==> config.mk <==
export PLATFORM = sky130hd
export DESIGN_NAME = rtc_trim_charge_unlock
export DESIGN_NICKNAME = d
export VERILOG_FILES = /design/src/hw/rtc_pkg.sv /design/src/hw/rtc_i2c_slave.sv /design/src/hw/rtc_trim_charge_unlock.sv
export SDC_FILE = /design/constraint.sdc
export NUM_CORES = 1
export LEC_CHECK = 0
export BUFFER_PORTS_ARGS = -buffer_cell sky130_fd_sc_hd__buf_4
export CORE_ASPECT_RATIO = 0.75
export CORE_MARGIN = 1.5
export CORE_UTILIZATION = 65
export CTS_CLUSTER_SIZE = 14
export DETAILED_ROUTE_END_ITERATION = 16
export PLACE_DENSITY = 0.83
export SKIP_CTS_REPAIR_TIMING = 1
export SYNTH_ARGS = -nofsm -noshare
export SYNTH_HDL_FRONTEND = slang
export SYNTH_HIERARCHICAL = 1
export SYNTH_SLANG_ARGS = --single-unit
export TNS_END_PERCENT = 1
==> constraint.sdc <==
create_clock -name clk -period 9.61 [get_ports clk]
set_input_delay 0.961 -clock clk [delete_from_list [all_inputs] [get_ports clk]]
set_output_delay 0.961 -clock clk [all_outputs]
set_load 0.05 [all_outputs]
==> src/hw/rtc_pkg.sv <==
// shared constants and types for the rtc trim, charge and unlock block
package rtc_pkg;
	// register offsets
	localparam logic [7:0] REG_CAL   = 8'h07;
	localparam logic [7:0] REG_TCH   = 8'h08;
	localparam logic [7:0] REG_CHARGER_CONFIGURATION  = 8'h09;
	localparam logic [7:0] REG_KEY1  = 8'h20;
	localparam logic [7:0] REG_KEY2  = 8'h21;
	localparam logic [7:0] REG_SFR   = 8'h22;
	// reset values
	localparam logic [7:0] CAL_RST   = 8'h80;
	localparam logic [7:0] TCH_RST   = 8'h90;
	localparam logic [7:0] CHARGER_CONFIGURATION_RST  = 8'haa;
	localparam logic [7:0] SFR_RST   = 8'h00;
	// key values and the charger enable code
	localparam logic [7:0] KEY1_VAL  = 8'h5e;
	localparam logic [7:0] KEY2_VAL  = 8'hc7;
	localparam logic [3:0] CHG_CODE  = 4'h5;
	// field positions
	localparam int CAL_OUT_BIT  = 7;
	localparam int CAL_FT_BIT   = 6;
	localparam int CAL_SIGN_BIT = 5;
	localparam int TCH_SW2_BIT  = 5;
	localparam int CHARGER_CONFIGURATION_BYP_BIT = 6;
	localparam int SFR_FTF_BIT  = 0;
	// timing
	localparam int CLK_HZ       = 125_000_000;
	localparam int OSC_HZ       = 32_768;
	localparam int SEC_PER_MIN  = 60;
	localparam int MIN_TICKS    = OSC_HZ * SEC_PER_MIN;
	localparam int SLOW_SPAN    = 491_520;
	localparam int FAST_SPAN    = 245_760;
	localparam int SLOW_STEP    = MIN_TICKS / SLOW_SPAN;
	localparam int FAST_STEP    = MIN_TICKS / FAST_SPAN;
	localparam int SQ512_HALF   = OSC_HZ / 512 / 2;
	localparam int RECOVER_S    = 1;
	localparam int RECOVER_CYC  = RECOVER_S * CLK_HZ;
	// serial slave states, gray along the byte path
	typedef enum logic [2:0] {
		ST_IDLE  = 3'b000,
		ST_RX    = 3'b001,
		ST_ACK   = 3'b011,
		ST_TX    = 3'b010,
		ST_TXACK = 3'b110
	} rtc_i2c_st_t;
	// unlock progress
	typedef enum logic [1:0] {
		LK_IDLE = 2'b00,
		LK_KEY1 = 2'b01,
		LK_OPEN = 2'b11
	} rtc_lock_st_t;
endpackage

==> src/hw/rtc_i2c_slave.sv <==
// serial register slave: byte framing, pointer, write strobe, read shift
module rtc_i2c_slave #(
	parameter logic [6:0] DEV_ADDR = 7'h55 // arbitrary value
) (
	// clock and reset
	input  wire logic       clk,
	input  wire logic       rst_n,
	input  wire logic       enable,
	// pins
	input  wire logic       scl_i,
	input  wire logic       sda_i,
	output logic            sda_oe,
	// register side
	output logic [7:0]      ptr,
	input  wire logic [7:0] rd_data,
	output logic            wr_en,
	output logic [7:0]      wr_addr,
	output logic [7:0]      wr_data
);
	import rtc_pkg::*;

	logic        scl_m_r, scl_s_r, scl_d_r, sda_m_r, sda_s_r, sda_d_r;
	rtc_i2c_st_t st_r, st_nxt;
	logic [2:0]  bit_r, bit_nxt;
	logic [7:0]  sh_r, sh_nxt, ptr_r, ptr_nxt, wa_r, wa_nxt, wd_r, wd_nxt;
	logic        addr_ph_r, addr_ph_nxt, ptr_ph_r, ptr_ph_nxt;
	logic        rd_r, rd_nxt, got_r, got_nxt, oe_r, oe_nxt, we_r, we_nxt;
	logic        scl_rise, scl_fall, start_c, stop_c;

	assign scl_rise = scl_s_r & ~scl_d_r;
	assign scl_fall = ~scl_s_r & scl_d_r;
	assign start_c  = scl_s_r & scl_d_r & sda_d_r & ~sda_s_r;
	assign stop_c   = scl_s_r & scl_d_r & ~sda_d_r & sda_s_r;

	always_comb
	begin
		st_nxt = st_r;
		bit_nxt = bit_r;
		sh_nxt = sh_r;
		ptr_nxt = ptr_r;
		wa_nxt = wa_r;
		wd_nxt = wd_r;
		addr_ph_nxt = addr_ph_r;
		ptr_ph_nxt = ptr_ph_r;
		rd_nxt = rd_r;
		got_nxt = got_r;
		oe_nxt = oe_r;
		we_nxt = 1'b0;
		if (!enable)
		begin
			// on backup the pins are ignored entirely
			st_nxt = ST_IDLE;
			oe_nxt = 1'b0;
		end
		else if (start_c)
		begin
			st_nxt = ST_RX;
			bit_nxt = 3'h0;
			addr_ph_nxt = 1'b1;
			got_nxt = 1'b0;
			oe_nxt = 1'b0;
		end
		else if (stop_c)
		begin
			st_nxt = ST_IDLE;
			oe_nxt = 1'b0;
		end
		else
		begin
			case (st_r)
				ST_RX:
				begin
					if (scl_rise)
					begin
						sh_nxt = {sh_r[6:0], sda_s_r};
						bit_nxt = bit_r + 3'h1;
						got_nxt = (bit_r == 3'h7);
					end
					else if (scl_fall && got_r)
					begin
						got_nxt = 1'b0;
						oe_nxt = 1'b1;
						st_nxt = ST_ACK;
						if (addr_ph_r)
						begin
							addr_ph_nxt = 1'b0;
							rd_nxt = sh_r[0];
							ptr_ph_nxt = ~sh_r[0];
							if (sh_r[7:1] != DEV_ADDR)
							begin
								oe_nxt = 1'b0;
								st_nxt = ST_IDLE;
							end
						end
						else if (ptr_ph_r)
						begin
							ptr_ph_nxt = 1'b0;
							ptr_nxt = sh_r;
						end
						else
						begin
							we_nxt = 1'b1;
							wa_nxt = ptr_r;
							wd_nxt = sh_r;
							ptr_nxt = ptr_r + 8'h01;
						end
					end
				end
				ST_ACK:
				begin
					if (scl_fall)
					begin
						bit_nxt = 3'h0;
						if (rd_r)
						begin
							sh_nxt = rd_data;
							ptr_nxt = ptr_r + 8'h01;
							oe_nxt = ~rd_data[7];
							st_nxt = ST_TX;
						end
						else
						begin
							oe_nxt = 1'b0;
							st_nxt = ST_RX;
						end
					end
				end
				ST_TX:
				begin
					if (scl_fall)
					begin
						if (bit_r == 3'h7)
						begin
							oe_nxt = 1'b0;
							st_nxt = ST_TXACK;
						end
						else
						begin
							sh_nxt = {sh_r[6:0], 1'b0};
							oe_nxt = ~sh_r[6];
							bit_nxt = bit_r + 3'h1;
						end
					end
				end
				ST_TXACK:
				begin
					// master ack means another byte; nack waits for stop
					if (scl_rise)
						st_nxt = sda_s_r ? ST_IDLE : ST_ACK;
				end
				default:
					st_nxt = ST_IDLE;
			endcase
		end
	end

	always_ff @(posedge clk or negedge rst_n)
	begin
		if (!rst_n)
		begin
			{scl_m_r, scl_s_r, scl_d_r} <= 3'b111;
			{sda_m_r, sda_s_r, sda_d_r} <= 3'b111;
			st_r <= ST_IDLE;
			bit_r <= 3'h0;
			sh_r <= 8'h00;
			ptr_r <= 8'h00;
			wa_r <= 8'h00;
			wd_r <= 8'h00;
			addr_ph_r <= 1'b0;
			ptr_ph_r <= 1'b0;
			rd_r <= 1'b0;
			got_r <= 1'b0;
			oe_r <= 1'b0;
			we_r <= 1'b0;
		end
		else
		begin
			{scl_m_r, scl_s_r, scl_d_r} <= {scl_i, scl_m_r, scl_s_r};
			{sda_m_r, sda_s_r, sda_d_r} <= {sda_i, sda_m_r, sda_s_r};
			st_r <= st_nxt;
			bit_r <= bit_nxt;
			sh_r <= sh_nxt;
			ptr_r <= ptr_nxt;
			wa_r <= wa_nxt;
			wd_r <= wd_nxt;
			addr_ph_r <= addr_ph_nxt;
			ptr_ph_r <= ptr_ph_nxt;
			rd_r <= rd_nxt;
			got_r <= got_nxt;
			oe_r <= oe_nxt;
			we_r <= we_nxt;
		end
	end

	assign sda_oe  = oe_r;
	assign ptr     = ptr_r;
	assign wr_en   = we_r;
	assign wr_addr = wa_r;
	assign wr_data = wd_r;
endmodule // rtc_i2c_slave

==> src/hw/rtc_trim_charge_unlock.sv <==
// registers, trimmed timebase, test output, charger and unlock logic
//Contract
// - output level bit drives pin when test off
// - test enable puts square wave on pin
// - sign bit zero slows, one speeds
// - trim N counts per minute span
// - switch two follows its bit; charge needs all
// - bypass transistor follows its bit
// - charger active only at code five
// - first key reads zero, key 5e
// - second key reads zero, key c7
// - protected write needs both keys in order
// - keys repeated before every protected write
// - rate select clear 512 Hz, set 1 Hz
// - 512 Hz wave ignores trim
// - 1 Hz wave follows trim
// - every year divisible by four leaps
// - backup supply silences serial, time continues
// - time valid one second after main returns
// - calibration register resets to 80
// - charger configuration resets to aa
module rtc_trim_charge_unlock
	import rtc_pkg::*;
#(
	parameter logic [6:0] DEV_ADDR       = 7'h55, // arbitrary value
	parameter int         RECOVER_CYCLES = rtc_pkg::RECOVER_CYC
) (
	// clock and reset
	input  wire logic       clk,
	input  wire logic       rst_n,
	// serial pins
	input  wire logic       scl_i,
	input  wire logic       sda_i,
	output logic            sda_o,
	output logic            sda_oe,
	// supply and date inputs
	input  wire logic       backup_i,
	input  wire logic [7:0] year_bcd,
	input  wire logic [7:0] month_bcd,
	// pins and status
	output logic            irq_o,
	output logic            switch2_o,
	output logic            bypass_o,
	output logic            charge_on_o,
	output logic            time_ready_o,
	output logic [4:0]      month_days_o
);
	import rtc_pkg::*;

	// recovery counter is 27 bits wide
	if (RECOVER_CYCLES < 1 || RECOVER_CYCLES >= (1 << 27))
	begin : g_bad_recover
		$error("RECOVER_CYCLES out of range");
	end

	logic        rst_m_r, rst_core_n;
	logic        bk_m_r, bk_s_r;
	logic        wr_en, oe_w;
	logic [7:0]  wr_addr, wr_data, ptr, rd_data;

	always_ff @(posedge clk or negedge rst_n)
	begin
		if (!rst_n)
			{rst_m_r, rst_core_n} <= 2'b00;
		else
			{rst_m_r, rst_core_n} <= {1'b1, rst_m_r};
	end

	always_ff @(posedge clk or negedge rst_core_n)
	begin
		if (!rst_core_n)
			{bk_m_r, bk_s_r} <= 2'b00;
		else
			{bk_m_r, bk_s_r} <= {backup_i, bk_m_r};
	end

	rtc_i2c_slave #(
		.DEV_ADDR (DEV_ADDR)
	) u_slave (
		.clk     (clk),
		.rst_n   (rst_core_n),
		.enable  (~bk_s_r),
		.scl_i   (scl_i),
		.sda_i   (sda_i),
		.sda_oe  (oe_w),
		.ptr     (ptr),
		.rd_data (rd_data),
		.wr_en   (wr_en),
		.wr_addr (wr_addr),
		.wr_data (wr_data)
	);

	// register file and unlock sequence
	logic [7:0]   cal_r, cal_nxt, tch_r, tch_nxt, charger_configuration_r, charger_configuration_nxt;
	logic [7:0]   sfr_r, sfr_nxt;
	rtc_lock_st_t lk_r, lk_nxt;

	always_comb
	begin
		cal_nxt = cal_r;
		tch_nxt = tch_r;
		charger_configuration_nxt = charger_configuration_r;
		sfr_nxt = sfr_r;
		lk_nxt = lk_r;
		if (wr_en)
		begin
			// any write that is not the next key drops progress
			lk_nxt = LK_IDLE;
			case (wr_addr)
				REG_CAL:  cal_nxt = wr_data;
				REG_TCH:  tch_nxt = wr_data;
				REG_CHARGER_CONFIGURATION: charger_configuration_nxt = wr_data;
				REG_KEY1:
					if (wr_data == KEY1_VAL)
						lk_nxt = LK_KEY1;
				REG_KEY2:
					if (lk_r == LK_KEY1 && wr_data == KEY2_VAL)
						lk_nxt = LK_OPEN;
				REG_SFR:
					// unlock is spent here either way
					if (lk_r == LK_OPEN)
						sfr_nxt = wr_data;
				default: lk_nxt = LK_IDLE;
			endcase
		end
	end

	always_ff @(posedge clk or negedge rst_core_n)
	begin
		if (!rst_core_n)
		begin
			cal_r <= CAL_RST;
			tch_r <= TCH_RST;
			charger_configuration_r <= CHARGER_CONFIGURATION_RST;
			sfr_r <= SFR_RST;
			lk_r <= LK_IDLE;
		end
		else
		begin
			cal_r <= cal_nxt;
			tch_r <= tch_nxt;
			charger_configuration_r <= charger_configuration_nxt;
			sfr_r <= sfr_nxt;
			lk_r <= lk_nxt;
		end
	end

	// key registers read as zero; unmapped addresses too
	always_comb
	begin
		case (ptr)
			REG_CAL:  rd_data = cal_r;
			REG_TCH:  rd_data = tch_r;
			REG_CHARGER_CONFIGURATION: rd_data = charger_configuration_r;
			REG_SFR:  rd_data = sfr_r;
			default:  rd_data = 8'h00;
		endcase
	end

	// oscillator tick from a phase accumulator, then trimmed prescaler
	logic [26:0] acc_r, acc_nxt;
	logic [27:0] acc_sum;
	logic        tick;
	logic [14:0] div_r, div_nxt;
	logic [15:0] div_sum;
	logic [5:0]  sec_r, sec_nxt;
	logic [7:0]  adj_r, adj_nxt;
	logic        fast_r, fast_nxt;
	logic [4:0]  raw_r, raw_nxt;
	logic        sq512_r, sq512_nxt;
	logic [4:0]  trim_n;

	assign acc_sum = {1'b0, acc_r} + 28'(OSC_HZ);
	assign tick    = acc_sum >= 28'(CLK_HZ);
	assign trim_n  = cal_r[4:0];

	always_comb
	begin
		acc_nxt = tick ? 27'(acc_sum - 28'(CLK_HZ)) : acc_sum[26:0];
		div_nxt = div_r;
		sec_nxt = sec_r;
		adj_nxt = adj_r;
		fast_nxt = fast_r;
		raw_nxt = raw_r;
		sq512_nxt = sq512_r;
		div_sum = {1'b0, div_r} + 16'h0001;
		if (tick)
		begin
			// untrimmed divider for the fast test wave
			if (raw_r == 5'(SQ512_HALF - 1))
			begin
				raw_nxt = 5'h00;
				sq512_nxt = ~sq512_r;
			end
			else
				raw_nxt = raw_r + 5'h01;
			if (adj_r != 8'h00 && fast_r)
				div_sum = {1'b0, div_r} + 16'h0002;
			if (adj_r != 8'h00)
				adj_nxt = adj_r - 8'h01;
			// slowing swallows the tick entirely
			if (!(adj_r != 8'h00 && !fast_r))
			begin
				div_nxt = div_sum[14:0];
				if (div_sum[15])
				begin
					if (sec_r == 6'(SEC_PER_MIN - 1))
					begin
						sec_nxt = 6'h00;
						fast_nxt = cal_r[CAL_SIGN_BIT];
						adj_nxt = cal_r[CAL_SIGN_BIT]
							? 8'({3'b000, trim_n} * 8'(FAST_STEP))
							: 8'({3'b000, trim_n} * 8'(SLOW_STEP));
					end
					else
						sec_nxt = sec_r + 6'h01;
				end
			end
		end
	end

	always_ff @(posedge clk or negedge rst_core_n)
	begin
		if (!rst_core_n)
		begin
			acc_r <= 27'h0;
			div_r <= 15'h0;
			sec_r <= 6'h00;
			adj_r <= 8'h00;
			fast_r <= 1'b0;
			raw_r <= 5'h00;
			sq512_r <= 1'b0;
		end
		else
		begin
			// the timebase never stops on backup
			acc_r <= acc_nxt;
			div_r <= div_nxt;
			sec_r <= sec_nxt;
			adj_r <= adj_nxt;
			fast_r <= fast_nxt;
			raw_r <= raw_nxt;
			sq512_r <= sq512_nxt;
		end
	end

	// outputs, recovery timer and month length
	logic        irq_nxt, charge_nxt, ready_nxt, leap;
	logic [26:0] rec_r, rec_nxt;
	logic [4:0]  days_nxt;

	assign leap = year_bcd[4] ? (year_bcd[3:0] == 4'h2 || year_bcd[3:0] == 4'h6)
		: (year_bcd[3:0] == 4'h0 || year_bcd[3:0] == 4'h4
		|| year_bcd[3:0] == 4'h8);

	always_comb
	begin
		if (cal_r[CAL_FT_BIT])
			irq_nxt = sfr_r[SFR_FTF_BIT] ? ~div_r[14] : sq512_r;
		else
			irq_nxt = cal_r[CAL_OUT_BIT];
		charge_nxt = tch_r[TCH_SW2_BIT] && charger_configuration_r[3:0] == CHG_CODE;
		rec_nxt = rec_r;
		ready_nxt = 1'b0;
		if (bk_s_r)
			rec_nxt = 27'h0;
		else if (rec_r != 27'(RECOVER_CYCLES))
			rec_nxt = rec_r + 27'h1;
		else
			ready_nxt = 1'b1;
		case (month_bcd)
			8'h02:   days_nxt = leap ? 5'd29 : 5'd28;
			8'h04, 8'h06, 8'h09, 8'h11:
				days_nxt = 5'd30;
			default: days_nxt = 5'd31;
		endcase
	end

	always_ff @(posedge clk or negedge rst_core_n)
	begin
		if (!rst_core_n)
		begin
			irq_o <= 1'b1;
			switch2_o <= 1'b0;
			bypass_o <= 1'b0;
			charge_on_o <= 1'b0;
			rec_r <= 27'h0;
			time_ready_o <= 1'b0;
			month_days_o <= 5'd31;
			sda_o <= 1'b0;
			sda_oe <= 1'b0;
		end
		else
		begin
			irq_o <= irq_nxt;
			switch2_o <= tch_r[TCH_SW2_BIT];
			bypass_o <= charger_configuration_r[CHARGER_CONFIGURATION_BYP_BIT];
			charge_on_o <= charge_nxt;
			rec_r <= rec_nxt;
			time_ready_o <= ready_nxt;
			month_days_o <= days_nxt;
			sda_o <= 1'b0;
			sda_oe <= oe_w;
		end
	end
endmodule // rtc_trim_charge_unlock
==> impl_metrics.env, run 1 <==
export IMPL_run_status="finished clean"
export IMPL_ios=33
export IMPL_maxSlewHeadroom_pct=33.0
export IMPL_first_global_vias=6679
export IMPL_grt_busiest_layer="met1"
export IMPL_ir_drop_uv=121
export IMPL_tightest_slew_ns=1.00
export IMPL_yosysWarnings=6
export IMPL_ys_seq_area_share_pct=47.6
export IMPL_grt_use_met1_pct=41.7
export IMPL_cpLargestDelayFamily="compound AO/OA/AOI/OAI gates"
export IMPL_area_growth_pct=9.90
export IMPL_fin_skew_ns=0.00655
export IMPL_netSwitchingPower_mw=0.377
export IMPL_power_frac_comb_pct=4.9
export IMPL_ant_nets=0
export IMPL_drt_iter0_markers=578
export IMPL_via_per_inst=6.20
export IMPL_wl_per_cell_um=17.2
export IMPL_grt_overflow=0
export IMPL_critical_path_required_ns=9.93
export IMPL_wl_um=19800
export IMPL_timing_final_crit_share_pct=35.3
export IMPL_cts_htree_levels=4
export IMPL_netSwitchingFraction_pct=23.1
export IMPL_placementRows=38
export IMPL_maxCapViolations=0
export IMPL_drc_errors=0
export IMPL_rrSetupSlack_ns=6.22
export IMPL_antenna_cells=0
export IMPL_die_h_um=108
export IMPL_coreArea_um2=14400
export IMPL_grt_use_met2_pct=40.9
export IMPL_ys_async_sr_fraction_pct=100
export IMPL_drive_above_1_share_pct=16.9
export IMPL_dp_worst_setup_slack_ns=6.34
export IMPL_cts_clk_slew_worst_paths_ns=0.06
export IMPL_path_cells="ha_1 > xnor2_1 > nor2_1 > a221oi_1 > o21a_1 > buf_4 > or3_1 > mux2_2"
export IMPL_largest_reg_flops=27
export IMPL_crit_path_end_kind="register"
export IMPL_cts_sinks=180
export IMPL_clock_latency_ns=0.43
export IMPL_fin_nets=976
export IMPL_die_x_um=143
export IMPL_dpl_hpwl_um=13100
export IMPL_tritoncts="yes"
export IMPL_met3_usage_pct=4.85
export IMPL_cp_data_arrival_time_ns=3.71
export IMPL_setup_slack_ns=6.22
export IMPL_finalSetupViolations=0
export IMPL_cp_start_kind="register"
export IMPL_root_buffer="clkbuf_16"
export IMPL_period_needed_ns=3.39
export IMPL_hp_class="in2async"
export IMPL_initial_core_util_pct=66.1
export IMPL_p_leak_nw=4.62
export IMPL_synth_edff_count=0
export IMPL_final_hold_viol_count=0
export IMPL_grt_first_pass_wirelength_um=33500
export IMPL_syn_avg_cell_area_um2=10.3
export IMPL_numCtsBuffers=17
export IMPL_clock_fmax_mhz=295
export IMPL_antenna_found_initial=0
export IMPL_slowest_delay_ns=0.52
export IMPL_grt_use_total_pct=27.7
export IMPL_power_frac_clock_pct=44.7
export IMPL_synth_cells=920
export IMPL_rsz0062_at_grt="false"
export IMPL_clock_tree_buffer_depth=2
export IMPL_final_max_slew_viol_count=0
export IMPL_intPower_mw=1.26
export IMPL_path_buf_inv=1
export IMPL_crit_slowest_cell="dfrtp_1"
export IMPL_tns_ns=0
export IMPL_vias=7125
export IMPL_top_regs="rec_r: 27 flops, acc_r: 21 flops, div_r: 15 flops"
export IMPL_crit_type="reg2reg"
export IMPL_synth_ff_type="dfrtp_1"
export IMPL_synth_seq_cells=180
export IMPL_critPathMaxFanout=21
export IMPL_portBuffers=25
export IMPL_largest_register="rec_r"
export IMPL_netlist_area_um2=9500
export IMPL_grt_max_degree=76
export IMPL_powerDensity_nw_per_um2=156
export IMPL_p_seq_share_pct=50.4
export IMPL_gp_congestion=0.867
export IMPL_ys_types=80
export IMPL_drtPass1Iterations=5
export IMPL_die_area_um2=15400
[cells in the final DEF, fill, tap and decap left out, drive strengths merged, types with 16 or more instances in the layout]
cell type  netlist  layout
a21oi           44      44
a22oi           19      19
buf             18      33
clkbuf          19      18
dfrtp          164     164
dfstp           16      16
ha              17      17
inv             36      37
mux2            58      58
mux2i           16      16
nand2           67      67
nand3           44      44
nand4           18      18
nor2            72      72
nor3            26      26
o21ai           43      43
xnor2           32      32
xor2            35      35
[cell type report]
type,instances,area (um^2)
clock inverters,13,181
flip-flops and latches,180,4530
inverters,36,135
clock buffers,18,439
multi-input cells,670,4650
well taps,200,250
fillers,1019,3920
repair buffers,33,248
[final timing paths]
check                            from  cells past startpoint         end
min                             rst_n                      1  rst_core_n
min in group clk              rst_m_r                      0  rst_core_n
max                         acc_r[15]                      8    sec_r[0]
max in group asynchronous  rst_core_n                      2    cal_r[2]
max reg2reg                 acc_r[15]                      8    sec_r[0]
min reg2reg                rst_core_n                      0    rec_r[2]
[through the flow]
step / power, mW / area, um^2 / instances / utilization [%] / hold WS, ns
final: 1.63 / 10400 / 1150 / 72.7 / 0.298
after global placement: 0.909 / 9820 / 1119 / 68.4 / 0.319
after floorplan: 0.884 / 9510 / 923 / - / 0.331
after global routing: 1.69 / 10400 / 1150 / 72.7 / 0.284
after CTS: 1.64 / 10400 / 1150 / 72.7 / 0.287
after detailed placement: 0.913 / 9820 / 1119 / 68.4 / 0.317
[cells by family (layout without fill, tap and decap cells)]
| kind of cell | after synthesis | after routing | synth area share (%) |
|---|---|---|---|
| simple gates | 326 | 326 | 18.7 |
| xor+xnor | 67 | 67 | 6.18 |
| flops | 180 | 180 | 47.6 |
| fa+ha+maj | 17 | 17 | 2.24 |
| mux | 74 | 74 | 8.92 |
| buf+inv | 73 | 100 | 3.53 |
| other cells | 2 | 5 | 0.0791 |
| compound gates | 181 | 181 | 12.7 |
[power groups by stage]
stage | sequential, mW | clock (mW) | combinational, mW
global placement | 0.835 | 0 | 0.0748
finish | 0.823 | 0.730 | 0.0797
detailed placement | 0.836 | 0 | 0.0775
CTS | 0.822 | 0.738 | 0.0797
global route | 0.827 | 0.772 | 0.0926
floorplan | 0.827 | 0 | 0.0576
[metal layers]
layer	share of wire [%]	vias to the layer above
li1	-	3370
met1	49	3557
met2	46	180
met3	4.3	18
met4	1.1	0
met5	0	-
[synth_stat cells (3+ instances only)]
cell / n / share of area (%)
a31oi_1: 13 / 0.86
ha_1: 17 / 2.2
mux2_2: 49 / 5.8
o21a_1: 3 / 0.24
nand3_1: 44 / 2.3
nor3b_1: 4 / 0.32
nor4b_1: 8 / 0.74
or3_1: 9 / 0.59
buf_2: 6 / 0.32
o21ai_0: 40 / 2.1
nor3_1: 25 / 1.3
nand2_1: 67 / 2.6
and2_1: 6 / 0.40
dfrtp_1: 164 / 43
a31o_2: 3 / 0.28
mux2_4: 9 / 1.4
inv_1: 36 / 1.4
a22o_1: 6 / 0.55
mux2i_1: 16 / 1.7
o31ai_1: 9 / 0.71
buf_4: 9 / 0.71
a21oi_1: 44 / 2.3
nand4b_1: 7 / 0.65
o22ai_1: 5 / 0.33
and4_1: 4 / 0.37
xor2_1: 35 / 3.2
a22oi_1: 19 / 1.5
nor2_1: 71 / 2.8
nor4_1: 8 / 0.53
nand4_1: 17 / 1.1
nor2b_1: 6 / 0.40
o41ai_1: 9 / 0.83
and3_1: 12 / 0.79
clkbuf_1: 18 / 0.71
and4b_1: 3 / 0.32
nand2b_1: 9 / 0.59
xnor2_1: 32 / 3.0
nand3b_1: 7 / 0.55
o211ai_1: 3 / 0.24
dfstp_2: 16 / 4.4
(Power assumes the default switching activity.)
==> run 2: changes to the inputs <==
- ABC_AREA: not set -> 1
- CORE_UTILIZATION: 65 -> 63
- PLACE_DENSITY: 0.83 -> 0.81
- clock period: 9.61 -> 3.37 ns (I/O delays scaled with it)
==> run 2 against run 1 <==
  * First-iteration DRC count up 28%
  * Total power rose to 2.7 times the previous value
  * Cell area up 7.3%
  * Die area up 10%
  * Combinational power up 88%
  * Critical path depth up 3
  * Via count up 25%
  * Sequential share of layout area down 2.9 points
  * Setup slack worse by 5.8 ns
==> impl_metrics.env, run 2 <==
export IMPL_run_status="finished clean"
export IMPL_critical_path_required_ns=3.72
export IMPL_slowest_delay_ns=0.46
export IMPL_muxShareOfSynthArea_pct=0
export IMPL_whs_path_depth=3
export IMPL_initial_core_util_pct=63.9
export IMPL_maxCapViolations=0
export IMPL_dr_max_layer_used="met4"
export IMPL_portBuffers=25
export IMPL_synth_top_area_share_pct=40.3
export IMPL_ys_types=51
export IMPL_maxSlewHeadroom_pct=57.1
export IMPL_ff2ff_path_depth=11
export IMPL_ios=33
export IMPL_syn_avg_cell_area_um2=7.60
export IMPL_ys_seq_area_share_pct=44.5
export IMPL_r2r_end="adj_r[3]"
export IMPL_grt_first_pass_wirelength_um=39000
export IMPL_synthAdderAreaFrac_pct=2.09
export IMPL_yosysTopAreaCell="dfrtp_1"
export IMPL_wl_per_cell_um=14.2
export IMPL_final_cell_mix="nand2_1 (363), inv_1 (170), dfrtp_1 (163), o21ai_0 (107), nor2_1 (104)"
export IMPL_die_area_um2=16900
export IMPL_rsz0062_at_grt="false"
export IMPL_vias=8920
export IMPL_finalSetupViolations=0
export IMPL_yosysWarnings=6
export IMPL_clock_latency_ns=0.45
export IMPL_synth_cells=1338
export IMPL_min_to="month_days_o[1]"
export IMPL_largest_reg_flops=27
export IMPL_synth_xor_area_share_pct=3.44
export IMPL_cts_sinks=180
export IMPL_clock_tree_buffer_depth=2
export IMPL_dpl_hpwl_um=15600
export IMPL_whs_ns=0.139
export IMPL_grt_use_total_pct=28.7
export IMPL_ys_async_sr_fraction_pct=100
export IMPL_final_max_slew_viol_count=0
export IMPL_clock_fmax_mhz=337
export IMPL_tritoncts="yes"
export IMPL_final_hold_viol_count=0
export IMPL_top_regs="rec_r: 27 flops, acc_r: 21 flops, div_r: 15 flops"
export IMPL_synth_compound_area_share_pct=12.3
export IMPL_netlist_area_um2=10200
export IMPL_tightest_slew_ns=0.641
export IMPL_synth_top_cells_by_count="nand2_1 (363), inv_1 (170), dfrtp_1 (164), o21ai_0 (107), nor2_1 (105)"
export IMPL_ir_drop_uv=311
export IMPL_numCtsBuffers=17
export IMPL_finalPower_mw=4.43
export IMPL_critPathMaxFanout=17
export IMPL_rrSetupSlack_ns=0.40
export IMPL_synth_top_family_by_area="simple AND/OR/NAND/NOR gates"
export IMPL_drt_met1_wl_um=10800
export IMPL_coreArea_um2=15900
export IMPL_first_global_vias=8307
export IMPL_wl_um=22700
export IMPL_grt_overflow=0
export IMPL_fin_skew_ns=0.0124
export IMPL_synth_simple_gate_area_share_pct=29.1
export IMPL_tns_ns=0
export IMPL_cpLargestDelayFamily="simple AND/OR/NAND/NOR gates"
export IMPL_cts_htree_levels=4
export IMPL_placementRows=40
export IMPL_cp_data_arrival_time_ns=3.32
export IMPL_largest_register="rec_r"
export IMPL_synth_area_leaders="dfrtp_1 (40%), nand2_1 (13%), inv_1 (6.3%)"
export IMPL_powerDensity_nw_per_um2=395
export IMPL_drt_iter0_markers=739
export IMPL_die_h_um=113
export IMPL_crit_type="reg2reg"
export IMPL_wl_met2_um=10300
export IMPL_area_growth_pct=10.1
export IMPL_crit_slowest_cell="nand3_1"
export IMPL_path_buf_inv=2
export IMPL_cts_clk_slew_worst_paths_ns=0.07
export IMPL_grt_max_degree=81
export IMPL_hp_class="in2reg"
export IMPL_drc_errors=0
export IMPL_reg2reg_from="adj_r[1]"
export IMPL_mostFrequentLayoutCell="nand2_1"
export IMPL_synth_most_common_cell="nand2_1"
export IMPL_synth_seq_cells=180
export IMPL_period_needed_ns=2.97
export IMPL_ant_nets=0
export IMPL_via_per_inst=5.61
export IMPL_timing_final_crit_share_pct=88.1
export IMPL_fin_nets=1406
export IMPL_synth_edff_count=0
export IMPL_min_from="month_bcd[6]"
export IMPL_die_x_um=150
export IMPL_p_leak_nw=5.24
export IMPL_drive_above_1_share_pct=8.54
export IMPL_cp_start_kind="register"
export IMPL_gp_congestion=0.921
export IMPL_synth_ff_type="dfrtp_1"
export IMPL_antenna_cells=0
export IMPL_drtPass1Iterations=5
export IMPL_worst_path_stages=11
export IMPL_crit_path_end_kind="register"
export IMPL_wl_met3_um=1330
export IMPL_antenna_found_initial=0
export IMPL_path_cells="inv_1 > ha_1 > nand3_1 > nor2_1 > nor2_2 > inv_2 > o21ai_2 > nand3_1 > o21ai_0 > o21ai_1 > o21ai_0"
export IMPL_root_buffer="clkbuf_16"
run 2: final cells by class:
cell class,count,area (um^2)
clock inverters,12,171
inverters,178,668
flip-flops and latches,180,4530
repair buffers,40,335
fillers,1289,4720
clock buffers,20,437
well taps,210,263
multi-input cells,951,4790
run 2: cell families (layout without fill, tap and decap cells):
kind of cell / count (synthesis) / after routing
buffers and inverters: 210 / 250
flip-flops: 180 / 180
AO/OA/AOI/OAI: 218 / 218
AND/OR/NAND/NOR: 671 / 671
XOR/XNOR: 40 / 40
adder cells (fa/ha/maj): 17 / 17
other: 2 / 5
run 2: worst max path at each step:
stage,slack (ns),end,from
2_1_floorplan,0.41,acc_r[10],rst_core_n
3_3_place_gp,0.30,adj_r[2],adj_r[0]
3_5_place_dp,0.17,adj_r[2],adj_r[0]
4_1_cts,0.13,adj_r[2],adj_r[1]
5_1_grt,0.15,adj_r[2],adj_r[1]
6_report,0.40,adj_r[3],adj_r[1]
run 2: report_power, final:
part           leakage [nW]  switching [mW]  total (mW)  internal [mW]
clock                 0.293           0.879        2.06           1.18
sequential             2.43          0.0268        2.21           2.19
combinational          2.52           0.104       0.150         0.0453
total                  5.24            1.01        4.43           3.42
run 2: worst reg2reg max path, cell delays in order, from the launching register on:
cell     delay, ns
dfrtp_1       0.38
inv_1         0.09
ha_1          0.19
nand3_1       0.08
nor2_1        0.06
nor2_2        0.44
inv_2         0.28
o21ai_2       0.39
nand3_1       0.46
o21ai_0       0.25
o21ai_1       0.09
o21ai_0       0.17
run 2: layer usage:
layer | GRT usage, % | up-vias
met4 | 8.43 | 0
met1 | 40.8 | 4191
li1 | - | 4418
met3 | 5.52 | 29
met5 | 0 | -
met2 | 45.0 | 282
run 2: stage by stage:
stage                     area (um^2)  std cells  utilization (%)  setup WS [ns]
after floorplan                 10200       1341                -          0.413
after global placement          10500       1555             66.3          0.303
after detailed placement        10500       1555             66.3          0.166
after CTS                       11200       1587             70.1          0.129
after global routing            11200       1591             70.3          0.150
final                           11200       1591             70.3          0.400
==> run 3: changes to the inputs <==
- BUFFER_PORTS_ARGS: -buffer_cell sky130_fd_sc_hd__buf_4 -> -buffer_cell sky130_fd_sc_hd__buf_2
==> run 3 against run 2 <==
  * Cell count shrank 0.13%
  * Critical path depth grew 1
  * Sequential power is essentially flat
  * Maximum frequency grew 5.9%
  * Worst hold slack lost 0.0035 ns
  * Total power shrank 1.2%
  * Clock power shrank 2%
  * Routed wire length grew 1.6%
  * Non-clock buffer count shrank 2
  * Setup slack gained 0.17 ns
  * Clock skew shrank 0.00069 ns
  * Die area is the same
  * Critical path type unchanged
  * Highest routed layer unchanged
==> impl_metrics.env, run 3 (synthesis results as in run 2) <==
export IMPL_timing_final_crit_share_pct=83.2
export IMPL_seqCellArea_um2=4530
export IMPL_wl_um=23000
export IMPL_grt_use_met1_pct=40.5
export IMPL_critical_path_most_common_cell="nand2_1"
export IMPL_clock_tree_buffer_depth=2
export IMPL_die_h_um=113
export IMPL_grt_use_total_pct=28.8
export IMPL_slowest_delay_ns=0.49
export IMPL_cp_start_kind="register"
export IMPL_first_global_vias=8465
export IMPL_tritoncts="yes"
export IMPL_crit_slowest_cell="dfrtp_1"
export IMPL_critical_path_required_ns=3.70
export IMPL_root_buffer="clkbuf_16"
export IMPL_final_core_util_pct=69.9
export IMPL_crit_type="reg2reg"
export IMPL_antenna_found_initial=0
export IMPL_maxSlewHeadroom_pct=35.5
export IMPL_antenna_cells=0
export IMPL_largest_register="rec_r"
export IMPL_final_hold_viol_count=0
export IMPL_grt_max_degree=71
export IMPL_fin_nets=1404
export IMPL_portBuffers=25
export IMPL_grt_overflow=0
export IMPL_hp_class="in2reg"
export IMPL_ios=33
export IMPL_tightest_slew_ns=0.967
export IMPL_die_area_um2=16900
export IMPL_fin_skew_ns=0.0117
export IMPL_cts_sinks=180
export IMPL_cpLargestDelayFamily="simple AND/OR/NAND/NOR gates"
export IMPL_run_status="finished clean"
export IMPL_numCtsBuffers=17
export IMPL_drtPass1Iterations=6
export IMPL_post_dp_cell_area_um2=10500
export IMPL_crit_path_end_kind="register"
export IMPL_mostFrequentLayoutCell="nand2_1"
export IMPL_design_area_um2=11100
export IMPL_multi_input_area_um2=4790
export IMPL_tns_ns=0
export IMPL_met3_usage_pct=5.73
export IMPL_vias=9091
export IMPL_die_x_um=150
export IMPL_powerDensity_nw_per_um2=393
export IMPL_largest_reg_flops=27
export IMPL_cp_data_arrival_time_ns=3.14
export IMPL_grt_first_pass_wirelength_um=39400
export IMPL_grt_use_met2_pct=46.0
export IMPL_p_leak_nw=5.21
export IMPL_maxCapViolations=0
export IMPL_cts_clk_slew_worst_paths_ns=0.08
export IMPL_stdcell_count=1589
export IMPL_n_fill_cell=1285
export IMPL_top_regs="rec_r: 27 flops, acc_r: 21 flops, div_r: 15 flops"
export IMPL_path_cells="ha_1 > nand2_2 > nor2_2 > nand3_1 > nand2_1 > nand3_1 > nor2_1 > nand2_1 > nand3_4 > nand2_1 > nand2_1 > nand2_1"
export IMPL_finalPower_mw=4.37
export IMPL_dpl_hpwl_um=16000
export IMPL_ant_nets=0
export IMPL_final_max_slew_viol_count=0
export IMPL_path_buf_inv=0
export IMPL_via_per_inst=5.72
export IMPL_period_needed_ns=2.80
export IMPL_clock_fmax_mhz=357
export IMPL_gp_congestion=0.934
export IMPL_clock_latency_ns=0.45
export IMPL_wl_per_cell_um=14.5
export IMPL_coreArea_um2=15900
export IMPL_cts_htree_levels=4
export IMPL_ir_drop_uv=255
export IMPL_drt_iter0_markers=733
export IMPL_drive_above_1_share_pct=8.56
export IMPL_dp_cells=1553
export IMPL_rsz0062_at_grt="false"
export IMPL_finalSetupViolations=0
export IMPL_area_growth_pct=9.31
export IMPL_grt_busiest_layer="met2"
export IMPL_initial_core_util_pct=63.9
export IMPL_placementRows=40
export IMPL_critPathMaxFanout=34
export IMPL_drc_errors=0
export IMPL_final_cell_mix="nand2_1 (363), inv_1 (170), dfrtp_1 (163), o21ai_0 (107), nor2_1 (105)"
run 3: changes by cell type in the layout (fill, tap and decap cells not counted), moves of 2 or more:
cell | before | now
inv_6 | 5 | 3
bufinv_16 | 3 | 0
clkbuf_1 | 3 | 0
clkinv_8 | 1 | 3
clkinv_4 | 1 | 4
inv_8 | 0 | 3
buf_4 | 34 | 6
buf_2 | 0 | 25
run 3: final timing paths:
check / startpoint / endpoint / slack [ns] / cells after the start
hold reg to reg: rst_m_r / rst_core_n / 0.35 / 0
setup reg to reg: acc_r[15] / div_r[7] / 0.57 / 12
min in group asynchronous: rst_n / rst_core_n / 0.19 / 2
hold / removal: month_bcd[6] / month_days_o[1] / 0.14 / 3
setup / recovery: acc_r[15] / div_r[7] / 0.57 / 12
max in group asynchronous: rst_core_n / charger_configuration_r[1] / 2.00 / 1
run 3: final cells by class:
| cell class | instances | share of cell area (%) |
|---|---|---|
| clock buffer | 18 | 3.95 |
| timing repair buffer | 38 | 2.43 |
| sequential | 180 | 40.7 |
| multi-input combinational | 951 | 43.1 |
| inverter | 178 | 6.01 |
| tap | 210 | 2.36 |
| clock inverter | 14 | 1.44 |
run 3: worst min-delay path, delay by kind of cell:
family,cells,cell delay (ns)
and+or+nand+nor,2,0.13
buffers and inverters,1,0.09
run 3: routing by layer:
metal,up-vias,part of all wire [%]
li1,4418,-
met1,4323,46
met2,319,46
met3,31,6.4
met4,0,1.2
met5,-,0
run 3: stage by stage:
stage	setup WS [ns]	hold slack, ns
floorplan	0.413	0.0414
global placement	0.684	0.124
detailed placement	0.589	0.126
CTS	0.561	-0.357
global route	0.232	0.155
finish	0.566	0.135
run 3: power by group:
group	internal, mW	leakage (nW)	switching (mW)
logic	0.0391	2.49	0.0961
registers	2.18	2.43	0.0357
clock network	1.02	0.293	0.998
